### config.mk
export PLATFORM = sky130hd
export DESIGN_NAME = tefc_top
export DESIGN_NICKNAME = d
export VERILOG_FILES = /design/src/verilog/tefc_pkg.sv /design/src/verilog/tefc_top.sv /design/src/verilog/tefc_event_latch.sv /design/src/verilog/tefc_fan_timer.sv
export SDC_FILE = /design/constraint.sdc
export NUM_CORES = 1
export LEC_CHECK = 0
export ABC_CLOCK_PERIOD_IN_PS = 2000
export BUFFER_PORTS_ARGS = -buffer_cell sky130_fd_sc_hd__buf_4
export CORE_AREA = 2 2 117 119
export DETAILED_ROUTE_END_ITERATION = 12
export DIE_AREA = 0 0 119 121
export GPL_TIMING_DRIVEN = 0
export PLACE_DENSITY = 0.74
export SYNTH_ARGS = -nofsm -noshare
export SYNTH_HDL_FRONTEND = slang
export SYNTH_SLANG_ARGS = --single-unit
export TNS_END_PERCENT = 10
### constraint.sdc
create_clock -name ref_clk -period 2 [get_ports ref_clk]
set_input_delay 0.2 -clock ref_clk [delete_from_list [all_inputs] [get_ports ref_clk]]
set_output_delay 0.2 -clock ref_clk [all_outputs]
set_load 0.02 [all_outputs]
### src/verilog/tefc_pkg.sv
// Shared constants for the thermal event and fan control block.
// Assumes one 200 MHz clock and a command decoder in front of the block.
package tefc_pkg;

  // Clock and timing
  localparam longint CLK_HZ           = 200000000;
  localparam longint MINUTE_S         = 60;
  localparam longint MINUTE_CYCLES    = MINUTE_S * CLK_HZ;
  localparam int     MIN_CNT_W        = 36;

  // Event bit positions
  localparam int EVT_CUR_LIMIT   = 0;
  localparam int EVT_VOLT_LIMIT  = 1;
  localparam int EVT_SENS_LIMIT  = 2;
  localparam int EVT_TEMP_HIGH   = 3;
  localparam int EVT_TEMP_LOW    = 4;
  localparam int EVT_SENS_SHORT  = 5;
  localparam int EVT_SENS_OPEN   = 6;
  localparam int EVT_LOAD_OPEN   = 7;
  localparam int EVT_TOL_CHANGE  = 9;
  localparam int EVT_OUT_CHANGE  = 10;
  localparam int EVT_RUNAWAY     = 12;
  localparam logic [15:0] EVT_USED_MASK = 16'h16FF;
  localparam logic [15:0] EVT_RESET     = 16'h0000;
  localparam logic [15:0] MASK_RESET    = 16'h0000;

  // Command codes
  localparam logic [3:0] CMD_EVT_QUERY  = 4'h1;
  localparam logic [3:0] CMD_MASK_WRITE = 4'h2;
  localparam logic [3:0] CMD_MASK_QUERY = 4'h3;
  localparam logic [3:0] CMD_FAN_WRITE  = 4'h4;
  localparam logic [3:0] CMD_FAN_QUERY  = 4'h5;
  localparam logic [3:0] CMD_GAIN_WRITE = 4'h6;
  localparam logic [3:0] CMD_GAIN_QUERY = 4'h7;
  localparam logic [3:0] CMD_DIR_WRITE  = 4'h8;
  localparam logic [3:0] CMD_DIR_QUERY  = 4'h9;

  // Fan command field layout
  localparam int FAN_SEL_LSB    = 0;
  localparam int FAN_VOLT_LSB   = 3;
  localparam int FAN_MODE_PRES  = 11;
  localparam int FAN_MODE_LSB   = 12;
  localparam int FAN_DELAY_PRES = 15;
  localparam int FAN_DELAY_LSB  = 16;

  // Speed selections and drive levels in tenths of a volt
  localparam logic [2:0] SPD_OFF      = 3'h0;
  localparam logic [2:0] SPD_SLOW     = 3'h1;
  localparam logic [2:0] SPD_MEDIUM   = 3'h2;
  localparam logic [2:0] SPD_FAST     = 3'h3;
  localparam logic [2:0] SPD_EXPLICIT = 3'h4;
  localparam logic [7:0] VOLT_SLOW    = 8'h5A;
  localparam logic [7:0] VOLT_MEDIUM  = 8'h69;
  localparam logic [7:0] VOLT_FAST    = 8'h78;
  localparam logic [7:0] VOLT_MIN     = 8'h28;
  localparam logic [7:0] VOLT_MAX     = 8'h78;

  // Fan modes and delay range
  localparam logic [2:0] FAN_AUTO      = 3'h1;
  localparam logic [2:0] FAN_ALWAYS    = 3'h2;
  localparam logic [2:0] FAN_DELAYED   = 3'h3;
  localparam logic [2:0] FAN_COOL_ONLY = 3'h4;
  localparam logic [2:0] FAN_HEAT_ONLY = 3'h5;
  localparam logic [7:0] DELAY_MIN     = 8'h01;
  localparam logic [7:0] DELAY_MAX     = 8'hF0;

  // Gain selections
  localparam logic [3:0] GAIN_1    = 4'h0;
  localparam logic [3:0] GAIN_PID  = 4'h8;

  // Heat/cool selections
  localparam logic [1:0] DIR_BOTH = 2'h0;
  localparam logic [1:0] DIR_HEAT = 2'h1;
  localparam logic [1:0] DIR_COOL = 2'h2;

  // Reset values of settings
  localparam logic [2:0] FAN_SEL_RESET   = SPD_OFF;
  localparam logic [7:0] FAN_VOLT_RESET  = 8'h00;
  localparam logic [2:0] FAN_MODE_RESET  = FAN_AUTO;
  localparam logic [7:0] FAN_DELAY_RESET = DELAY_MIN;

endpackage

### src/verilog/tefc_top.sv
// Event register, fan controller and loop settings of the thermal controller.
// Assumes a command decoder on ref_clk delivering one command per strobe.
// Behaviour
// - Event bits 0-7 latch current, voltage, sensor, temperature and open faults.
// - Bit 9 out-of-tolerance change, bit 10 output change, bit 12 run-away.
// - Reading events returns contents and then clears them; an event set in the read cycle is kept.
// - Event mask, reset zero, selects bits forwarded to the summary status.
// - Mode 1 runs the fan only while controller output is on.
// - Mode 2 runs the fan continuously regardless of output state.
// - Mode 3 keeps fan running delay minutes, 1 to 240, after output off.
// - Mode 4 runs fan only while cooling; mode 5 only while heating.
// - Speed OFF, SLOW, MEDIUM, FAST give 0, 9, 10.5, 12 volts drive.
// - Explicit speed voltage accepted between 4.0 and 12.0 volts.
// - Fan write carries speed, optional mode, optional delay; query returns all.
// - Gain holds 1, 3, 5, 10, 30, 50, 100, 300 or PID; queryable.
// - Heat/cool holds BOTH, HEAT or COOL; query returns the selection.
module tefc_top
  import tefc_pkg::*;
#(
  parameter logic [MIN_CNT_W-1:0] MINUTE_TICKS = MIN_CNT_W'(MINUTE_CYCLES)
)(
  input  wire logic        ref_clk,     // 200 MHz system clock
  input  wire logic        sys_rst,     // Synchronous reset, high
  input  wire logic        cmdValid,    // Command strobe
  input  wire logic [3:0]  cmdCode,     // Command code
  input  wire logic [31:0] cmdData,     // Command argument
  input  wire logic [7:0]  faultCond,   // Limit and fault levels
  input  wire logic        outOfTol,    // Out-of-tolerance level
  input  wire logic        outputOn,    // Controller output on
  input  wire logic        runawayHit,  // Thermal run-away pulse
  input  wire logic        cooling,     // Loop is cooling
  input  wire logic        heating,     // Loop is heating
  output logic             rspValid,    // Query answer strobe
  output logic      [31:0] rspData,     // Query answer
  output logic             cmdReject,   // Bad argument strobe
  output logic             eventSummary,// Masked events present
  output logic             fanRun,      // Fan drive enable
  output logic      [7:0]  fanDrive,    // Fan volts in tenths
  output logic      [3:0]  loopGain,    // Gain selection
  output logic      [1:0]  thermalDir   // Heat/cool selection
);

  logic [15:0] events;
  logic [15:0] evtSet;
  logic        evtRead;
  logic [7:0]  lastFault;
  logic        lastTol;
  logic        lastOn;
  logic [7:0]  next_lastFault;
  logic        next_lastTol;
  logic        next_lastOn;
  logic        delayHold;

  logic [15:0] eventMask;
  logic [15:0] next_eventMask;
  logic [2:0]  fanSel;
  logic [2:0]  next_fanSel;
  logic [7:0]  fanVolts;
  logic [7:0]  next_fanVolts;
  logic [2:0]  fanMode;
  logic [2:0]  next_fanMode;
  logic [7:0]  fanDelay;
  logic [7:0]  next_fanDelay;
  logic [3:0]  next_loopGain;
  logic [1:0]  next_thermalDir;
  logic        next_rspValid;
  logic [31:0] next_rspData;
  logic        next_cmdReject;
  logic        next_eventSummary;
  logic        next_fanRun;
  logic [7:0]  next_fanDrive;

  logic [2:0]  argSel;
  logic [7:0]  argVolts;
  logic [2:0]  argMode;
  logic [7:0]  argDelay;
  logic        argModePres;
  logic        argDelayPres;
  logic        argModeOk;
  logic        argDelayOk;
  logic        fanArgOk;

  // Checks that a speed selection and voltage code are legal
  function automatic logic speed_ok(input logic [2:0] sel, input logic [7:0] volts);
    speed_ok = (sel <= SPD_FAST) ||
               ((sel == SPD_EXPLICIT) && (volts >= VOLT_MIN) && (volts <= VOLT_MAX));
  endfunction

  // Drive level for a speed selection
  function automatic logic [7:0] speed_volts(input logic [2:0] sel, input logic [7:0] volts);
    unique case (sel)
      SPD_SLOW:     speed_volts = VOLT_SLOW;
      SPD_MEDIUM:   speed_volts = VOLT_MEDIUM;
      SPD_FAST:     speed_volts = VOLT_FAST;
      SPD_EXPLICIT: speed_volts = volts;
      default:      speed_volts = 8'h00;
    endcase
  endfunction

  // Fan argument fields
  assign argSel       = cmdData[FAN_SEL_LSB +: 3];
  assign argVolts     = cmdData[FAN_VOLT_LSB +: 8];
  assign argModePres  = cmdData[FAN_MODE_PRES];
  assign argMode      = cmdData[FAN_MODE_LSB +: 3];
  assign argDelayPres = cmdData[FAN_DELAY_PRES];
  assign argDelay     = cmdData[FAN_DELAY_LSB +: 8];
  assign argModeOk    = !argModePres || ((argMode >= FAN_AUTO) && (argMode <= FAN_HEAT_ONLY));
  assign argDelayOk   = !argDelayPres || ((argDelay >= DELAY_MIN) && (argDelay <= DELAY_MAX));
  assign fanArgOk     = speed_ok(argSel, argVolts) && argModeOk && argDelayOk;

  // Event sources: fault edges, state changes, run-away pulse
  always_comb begin
    evtSet                 = 16'h0000;
    evtSet[7:0]            = faultCond & ~lastFault;
    evtSet[EVT_TOL_CHANGE] = outOfTol ^ lastTol;
    evtSet[EVT_OUT_CHANGE] = outputOn ^ lastOn;
    evtSet[EVT_RUNAWAY]    = runawayHit;
  end

  // Edge detectors follow their inputs
  always_comb begin
    next_lastFault = faultCond;
    next_lastTol   = outOfTol;
    next_lastOn    = outputOn;
  end

  assign evtRead = cmdValid && (cmdCode == CMD_EVT_QUERY);

  // Sticky event register
  tefc_event_latch u_events (
    .ref_clk   (ref_clk),
    .sys_rst   (sys_rst),
    .setBits   (evtSet),
    .clearRead (evtRead),
    .events    (events)
  );

  // Delayed switch-off timer
  tefc_fan_timer #(
    .MINUTE_TICKS (MINUTE_TICKS)
  ) u_timer (
    .ref_clk  (ref_clk),
    .sys_rst  (sys_rst),
    .enable   (fanMode == FAN_DELAYED),
    .outputOn (outputOn),
    .delayMin (fanDelay),
    .holdRun  (delayHold)
  );

  // Command handling and query answers
  always_comb begin
    next_eventMask  = eventMask;
    next_fanSel     = fanSel;
    next_fanVolts   = fanVolts;
    next_fanMode    = fanMode;
    next_fanDelay   = fanDelay;
    next_loopGain   = loopGain;
    next_thermalDir = thermalDir;
    next_rspValid   = 1'b0;
    next_rspData    = 32'h00000000;
    next_cmdReject  = 1'b0;
    if (cmdValid) begin
      case (cmdCode)
        CMD_EVT_QUERY: begin
          next_rspValid = 1'b1;
          next_rspData  = {16'h0000, events};
        end
        CMD_MASK_WRITE: begin
          next_eventMask = cmdData[15:0];
        end
        CMD_MASK_QUERY: begin
          next_rspValid = 1'b1;
          next_rspData  = {16'h0000, eventMask};
        end
        CMD_FAN_WRITE: begin
          if (fanArgOk) begin
            next_fanSel   = argSel;
            next_fanVolts = (argSel == SPD_EXPLICIT) ? argVolts : 8'h00;
            if (argModePres) begin
              next_fanMode = argMode;
            end
            if (argDelayPres) begin
              next_fanDelay = argDelay;
            end
          end else begin
            next_cmdReject = 1'b1;
          end
        end
        CMD_FAN_QUERY: begin
          next_rspValid = 1'b1;
          next_rspData  = {8'h00, fanDelay, 1'b0, fanMode, 1'b0, fanVolts, fanSel};
        end
        CMD_GAIN_WRITE: begin
          if (cmdData[3:0] <= GAIN_PID) begin
            next_loopGain = cmdData[3:0];
          end else begin
            next_cmdReject = 1'b1;
          end
        end
        CMD_GAIN_QUERY: begin
          next_rspValid = 1'b1;
          next_rspData  = {28'h0000000, loopGain};
        end
        CMD_DIR_WRITE: begin
          if (cmdData[1:0] <= DIR_COOL) begin
            next_thermalDir = cmdData[1:0];
          end else begin
            next_cmdReject = 1'b1;
          end
        end
        CMD_DIR_QUERY: begin
          next_rspValid = 1'b1;
          next_rspData  = {30'h00000000, thermalDir};
        end
        default: begin
          next_cmdReject = 1'b1;
        end
      endcase
    end
  end

  // Summary of enabled events
  always_comb begin
    next_eventSummary = |(events & eventMask);
  end

  // Fan run decision per mode
  always_comb begin
    next_fanRun = 1'b0;
    case (fanMode)
      FAN_AUTO:      next_fanRun = outputOn;
      FAN_ALWAYS:    next_fanRun = 1'b1;
      // Last output state bridges the cycle before the timer starts
      FAN_DELAYED:   next_fanRun = outputOn || lastOn || delayHold;
      FAN_COOL_ONLY: next_fanRun = cooling;
      FAN_HEAT_ONLY: next_fanRun = heating;
      default:       next_fanRun = 1'b0;
    endcase
    if (fanSel == SPD_OFF) begin
      next_fanRun = 1'b0;
    end
    next_fanDrive = next_fanRun ? speed_volts(fanSel, fanVolts) : 8'h00;
  end

  // Settings and query answer registers
  always_ff @(posedge ref_clk) begin
    if (sys_rst) begin
      eventMask  <= MASK_RESET;
      fanSel     <= FAN_SEL_RESET;
      fanVolts   <= FAN_VOLT_RESET;
      fanMode    <= FAN_MODE_RESET;
      fanDelay   <= FAN_DELAY_RESET;
      loopGain   <= GAIN_1;
      thermalDir <= DIR_BOTH;
      rspValid   <= 1'b0;
      rspData    <= 32'h00000000;
      cmdReject  <= 1'b0;
    end else begin
      eventMask  <= next_eventMask;
      fanSel     <= next_fanSel;
      fanVolts   <= next_fanVolts;
      fanMode    <= next_fanMode;
      fanDelay   <= next_fanDelay;
      loopGain   <= next_loopGain;
      thermalDir <= next_thermalDir;
      rspValid   <= next_rspValid;
      rspData    <= next_rspData;
      cmdReject  <= next_cmdReject;
    end
  end

  // Summary register
  always_ff @(posedge ref_clk) begin
    if (sys_rst) begin
      eventSummary <= 1'b0;
    end else begin
      eventSummary <= next_eventSummary;
    end
  end

  // Fan drive registers
  always_ff @(posedge ref_clk) begin
    if (sys_rst) begin
      fanRun   <= 1'b0;
      fanDrive <= 8'h00;
    end else begin
      fanRun   <= next_fanRun;
      fanDrive <= next_fanDrive;
    end
  end

  // Edge detector registers
  always_ff @(posedge ref_clk) begin
    if (sys_rst) begin
      lastFault <= 8'h00;
      lastTol   <= 1'b0;
      lastOn    <= 1'b0;
    end else begin
      lastFault <= next_lastFault;
      lastTol   <= next_lastTol;
      lastOn    <= next_lastOn;
    end
  end

endmodule

### src/verilog/tefc_event_latch.sv
// Sticky 16-bit event register with clear on read.
// Assumes set pulses and the clear strobe come from logic on ref_clk.
module tefc_event_latch
  import tefc_pkg::*;
(
  input  wire logic        ref_clk,   // System clock
  input  wire logic        sys_rst,   // Synchronous reset
  input  wire logic [15:0] setBits,   // Event pulses
  input  wire logic        clearRead, // Clearing read strobe
  output logic      [15:0] events     // Latched events
);

  logic [15:0] next_events;

  // Set wins over the read clear; unused bits stay zero
  always_comb begin
    next_events = clearRead ? 16'h0000 : events;
    next_events = (next_events | setBits) & EVT_USED_MASK;
  end

  // Register stage
  always_ff @(posedge ref_clk) begin
    if (sys_rst) begin
      events <= EVT_RESET;
    end else begin
      events <= next_events;
    end
  end

endmodule

### src/verilog/tefc_fan_timer.sv
// Minute-based switch-off delay for the delayed fan mode.
// Assumes outputOn is a level from logic on ref_clk.
module tefc_fan_timer
  import tefc_pkg::*;
#(
  parameter logic [MIN_CNT_W-1:0] MINUTE_TICKS = MIN_CNT_W'(MINUTE_CYCLES)
)(
  input  wire logic       ref_clk,   // System clock
  input  wire logic       sys_rst,   // Synchronous reset
  input  wire logic       enable,    // Delayed mode active
  input  wire logic       outputOn,  // Controller output state
  input  wire logic [7:0] delayMin,  // Programmed delay in minutes
  output logic            holdRun    // Fan kept running by delay
);

  typedef enum logic [1:0] {
    T_IDLE  = 2'b01,
    T_DELAY = 2'b10
  } tefc_tstate_t;

  tefc_tstate_t         state;
  tefc_tstate_t         next_state;
  logic [MIN_CNT_W-1:0] prescale;
  logic [MIN_CNT_W-1:0] next_prescale;
  logic [7:0]           remaining;
  logic [7:0]           next_remaining;
  logic                 lastOn;
  logic                 minuteTick;

  assign minuteTick = (prescale == MINUTE_TICKS - MIN_CNT_W'(1));
  assign holdRun    = (state == T_DELAY);

  // Delay sequencing
  always_comb begin
    next_state     = state;
    next_prescale  = prescale;
    next_remaining = remaining;
    unique case (state)
      T_IDLE: begin
        if (enable && lastOn && !outputOn) begin
          next_state     = T_DELAY;
          next_prescale  = '0;
          next_remaining = delayMin;
        end
      end
      T_DELAY: begin
        if (!enable || outputOn) begin
          next_state = T_IDLE;
        end else if (minuteTick) begin
          next_prescale  = '0;
          next_remaining = remaining - 8'h01;
          if (remaining == 8'h01) begin
            next_state = T_IDLE;
          end
        end else begin
          next_prescale = prescale + MIN_CNT_W'(1);
        end
      end
    endcase
  end

  // Register stage
  always_ff @(posedge ref_clk) begin
    if (sys_rst) begin
      state     <= T_IDLE;
      prescale  <= '0;
      remaining <= 8'h00;
      lastOn    <= 1'b0;
    end else begin
      state     <= next_state;
      prescale  <= next_prescale;
      remaining <= next_remaining;
      lastOn    <= outputOn;
    end
  end

endmodule

==> impl_metrics.yaml <==
synthesis:
  synth_area_leaders: "sky130_fd_sc_hd__dfxtp_1 45%, sky130_fd_sc_hd__a21oi_1 4.5%, sky130_fd_sc_hd__nand2_1 4.5%"
  yosys_warnings: 0
  syn_avg_cell_area_um2: 8.55
  synth_top_area_cell: "sky130_fd_sc_hd__dfxtp_1"
  synthesis.area_um2: 6560
  post_synth_inst_count: 767
  yosysTopAreaCellShare_pct: 44.9
  synth-seq-cells: 147
  netlist-cell-type-count: 68
  synth-edff-count: 0
  async_s_r_ff_share_synth_pct: 0
  ys_seq_area_share_pct: 44.9
  synth_top_flop_cell: "sky130_fd_sc_hd__dfxtp_1"
pwr:
  vdd_ir_drop_max_mv: 0.569
  power_density_nw_per_um2: 813
  total_power_mw: 6.75
  power_leakage_nw: 3.14
routing:
  dr_total_vias: 6172
  routed_wire_length_per_instance_um: 16.7
  drt_iter0_markers: 470
  antenna_viol_nets_final: 0
  drt-pass1-iter-count: 7
  post-route-drc-count: 0
  vias_per_std_cell: 5.74
  detail_route.wirelength_um: 18000
cells_and_area:
  nets: 946
  layout.cells.most_common: "sky130_fd_sc_hd__dfxtp_1"
  num-fill-cells: 1117
  area_delta_synth_final_pct: 26.7
  number_of_diodes_added_for_antenna_fixing: 0
  finish.instance_area_um2: 8300
  area.sequential_um2: 2960
  mostFrequentLayoutCells: "137 x sky130_fd_sc_hd__dfxtp_1, 106 x sky130_fd_sc_hd__buf_4, 77 x sky130_fd_sc_hd__nand2_1"
  multi_input_comb_area_um2: 3420
  post_route_cells_drive_above_1_share_pct: 22.3
timing:
  worst_hold_slack_ns: 0.0172
  min_period_ns: 2.09
  finalHoldViolCount: 0
  final.setup_skew_ns: 0.0105
  max_frequency_mhz: 478
  slew_violations: 0
  rsz_0062_raised_after_global_routing: "true"
  fin_ws_ns: -0.0934
  finalCritPeriodShare_pct: 105
  setup_viol: 37
  slew-limit-headroom_pct: 38.5
  worst_pin_slew_ns: 0.920
run_status:
  status: "finished with violations"
  violated_checks: "negative setup slack"
setup_path:
  cp_cell_sequence: "or4b_4, nor4_4, buf_4, a311o_1, buf_6, or4_1, nand3_1"
  critical_path_launch_point_type: "register"
  critPathSlowestCell: "sky130_fd_sc_hd__or4b_4"
  max_incr_delay_on_cp_ns: 0.53
  crit_path_max_fanout: 6
  required_ns: 2.30
  cp.arrival_ns: 2.39
  end_kind: "register"
  timing.setup.critical_path_class: "reg -> reg"
placement:
  placement.io_buffers: 82
  placed_area_um2: 7420
  detailed_place_hpwl_um: 12400
  globalplace.congestion: 0.886
global_routing:
  number_of_global_route_vias_before_repair: 5754
  maximum_number_of_pins_on_one_net_before_global_route_repair: 17
  grt_overflow_total: 0
  antenna_found_initial: 0
  total_global_routing_track_utilization_pct: 25.2
  grt_first_pass_wirelength_um: 28600
die:
  core-area_um2: 13100
  die_width_um: 119
  rows: 42
  design.portCount: 102
  die-area_um2: 14400
  dieHeight_um: 121
  initial_utilization_pct: 50.1
clock_tree:
  total_clock_buffers_created_by_cts: 17
  clockRootBuffer: "sky130_fd_sc_hd__clkbuf_16"
  htree_num_levels: 4
  sinks_on_clock_net: 147
  cts_hold_buf: 0
  clock_path_buffers: 2
  cts_tree: "built"
  clkLatencyLatePin_ns: 0.42
  clkTransAtPathRegs_ns: 0.06
worst_hold_path:
  hold_class: "in -> reg"
job:
  drv_cap: 0
## worst paths after layout
check,start,to,slack (ns),cells after the start
worst max-delay path,u_timer.prescale[20],u_timer.prescale[32],-0.09,7
worst min-delay path,runawayHit,u_events.events[12],0.02,3
worst max register to register,u_timer.prescale[20],u_timer.prescale[32],-0.09,7
worst min register to register,u_timer.remaining[5],u_timer.remaining[5],0.46,2
## state kept, by name (all words and copies together), names as in the netlist, 4 cells and up
name	cells
eventMask	16
fanDelay	8
fanDrive	8
fanVolts	8
lastFault	8
loopGain	4
rspData	24
u_events.events	11
u_timer.prescale	36
u_timer.remaining	8
## synthesized netlist by cell type, drive strengths merged (7+ instances only)
cell type and n:
a311oi 10, inv 32, nand2b 7, a21oi 59
nand4 24, or3 13, a22o 10, nor2 66
nand3 33, a31o 9, o211ai 9, xnor2 22
dfxtp 147, or4 10, and3 15, nor4 19
nor3 19, nand2 78, a22oi 15, o21ai 24
buf 19, clkbuf 34, nor2b 16, mux2i 8
## cells by family after synthesis
kind of cell               count (synthesis)  share of synthesized area [%]
buffers and inverters                     85                           5.55
DFF                                      147                           44.9
adders and majority gates                  4                          0.763
muxes                                      9                           1.39
xor gates and xnor gates                  25                           3.34
other                                      1                         0.0572
and+or+nand+nor                          323                           26.2
AOI/OAI and AO/OA                        173                           17.8
## power breakdown
group          internal (mW)  switching (mW)
Combinational          0.180           0.309
Sequential              2.98          0.0399
Clock                   2.06            1.18
Total                   5.22            1.53
## metrics by stage
step	instances	utilization, %	TNS [ns]	worst slack (ns)
after floorplan	774	-	0	0.0132
after global placement	1032	56.7	-28.08	-0.693
after detailed placement	1032	56.7	-27.10	-0.659
after CTS	1076	62.9	-1.06	-0.0531
after global routing	1076	63.5	-4.81	-0.155
final	1076	63.5	-1.50	-0.0934
## layout make-up
type	count	area share (%)
clock buffer	19	5.21
sequential	147	35.6
inverter	32	1.45
multi-input combinational	543	41.2
buffer	52	3.18
clock inverter	10	1.93
tap	176	2.65
timing repair buffer	97	8.78
## timing repair
action / in CTS / in global routing
setup buffers: 13 / 1
hold endpoints to repair: 0 / 0
gates cloned: 3 / 0
pin swaps: 24 / 6
endpoints found under the setup margin: 63 / 47
gates resized for setup: 36 / 22
## worst max-delay path: cells and delay by family, from the launching register on
family / cells / cell delay (ns)
compound gates: 1 / 0.30
buf+inv: 2 / 0.34
flops: 1 / 0.35
simple gates: 4 / 0.97
## layer usage
metal | vias to the layer above | wire length, um | global-route usage [%]
met2 | 239 | 8760 | 43.5
met4 | 0 | 385 | 9.52
met1 | 2896 | 7620 | 30.9
met3 | 26 | 1210 | 5.31
li1 | 3011 | - | -
met5 | - | 0 | 0
(Power assumes the default switching activity.)
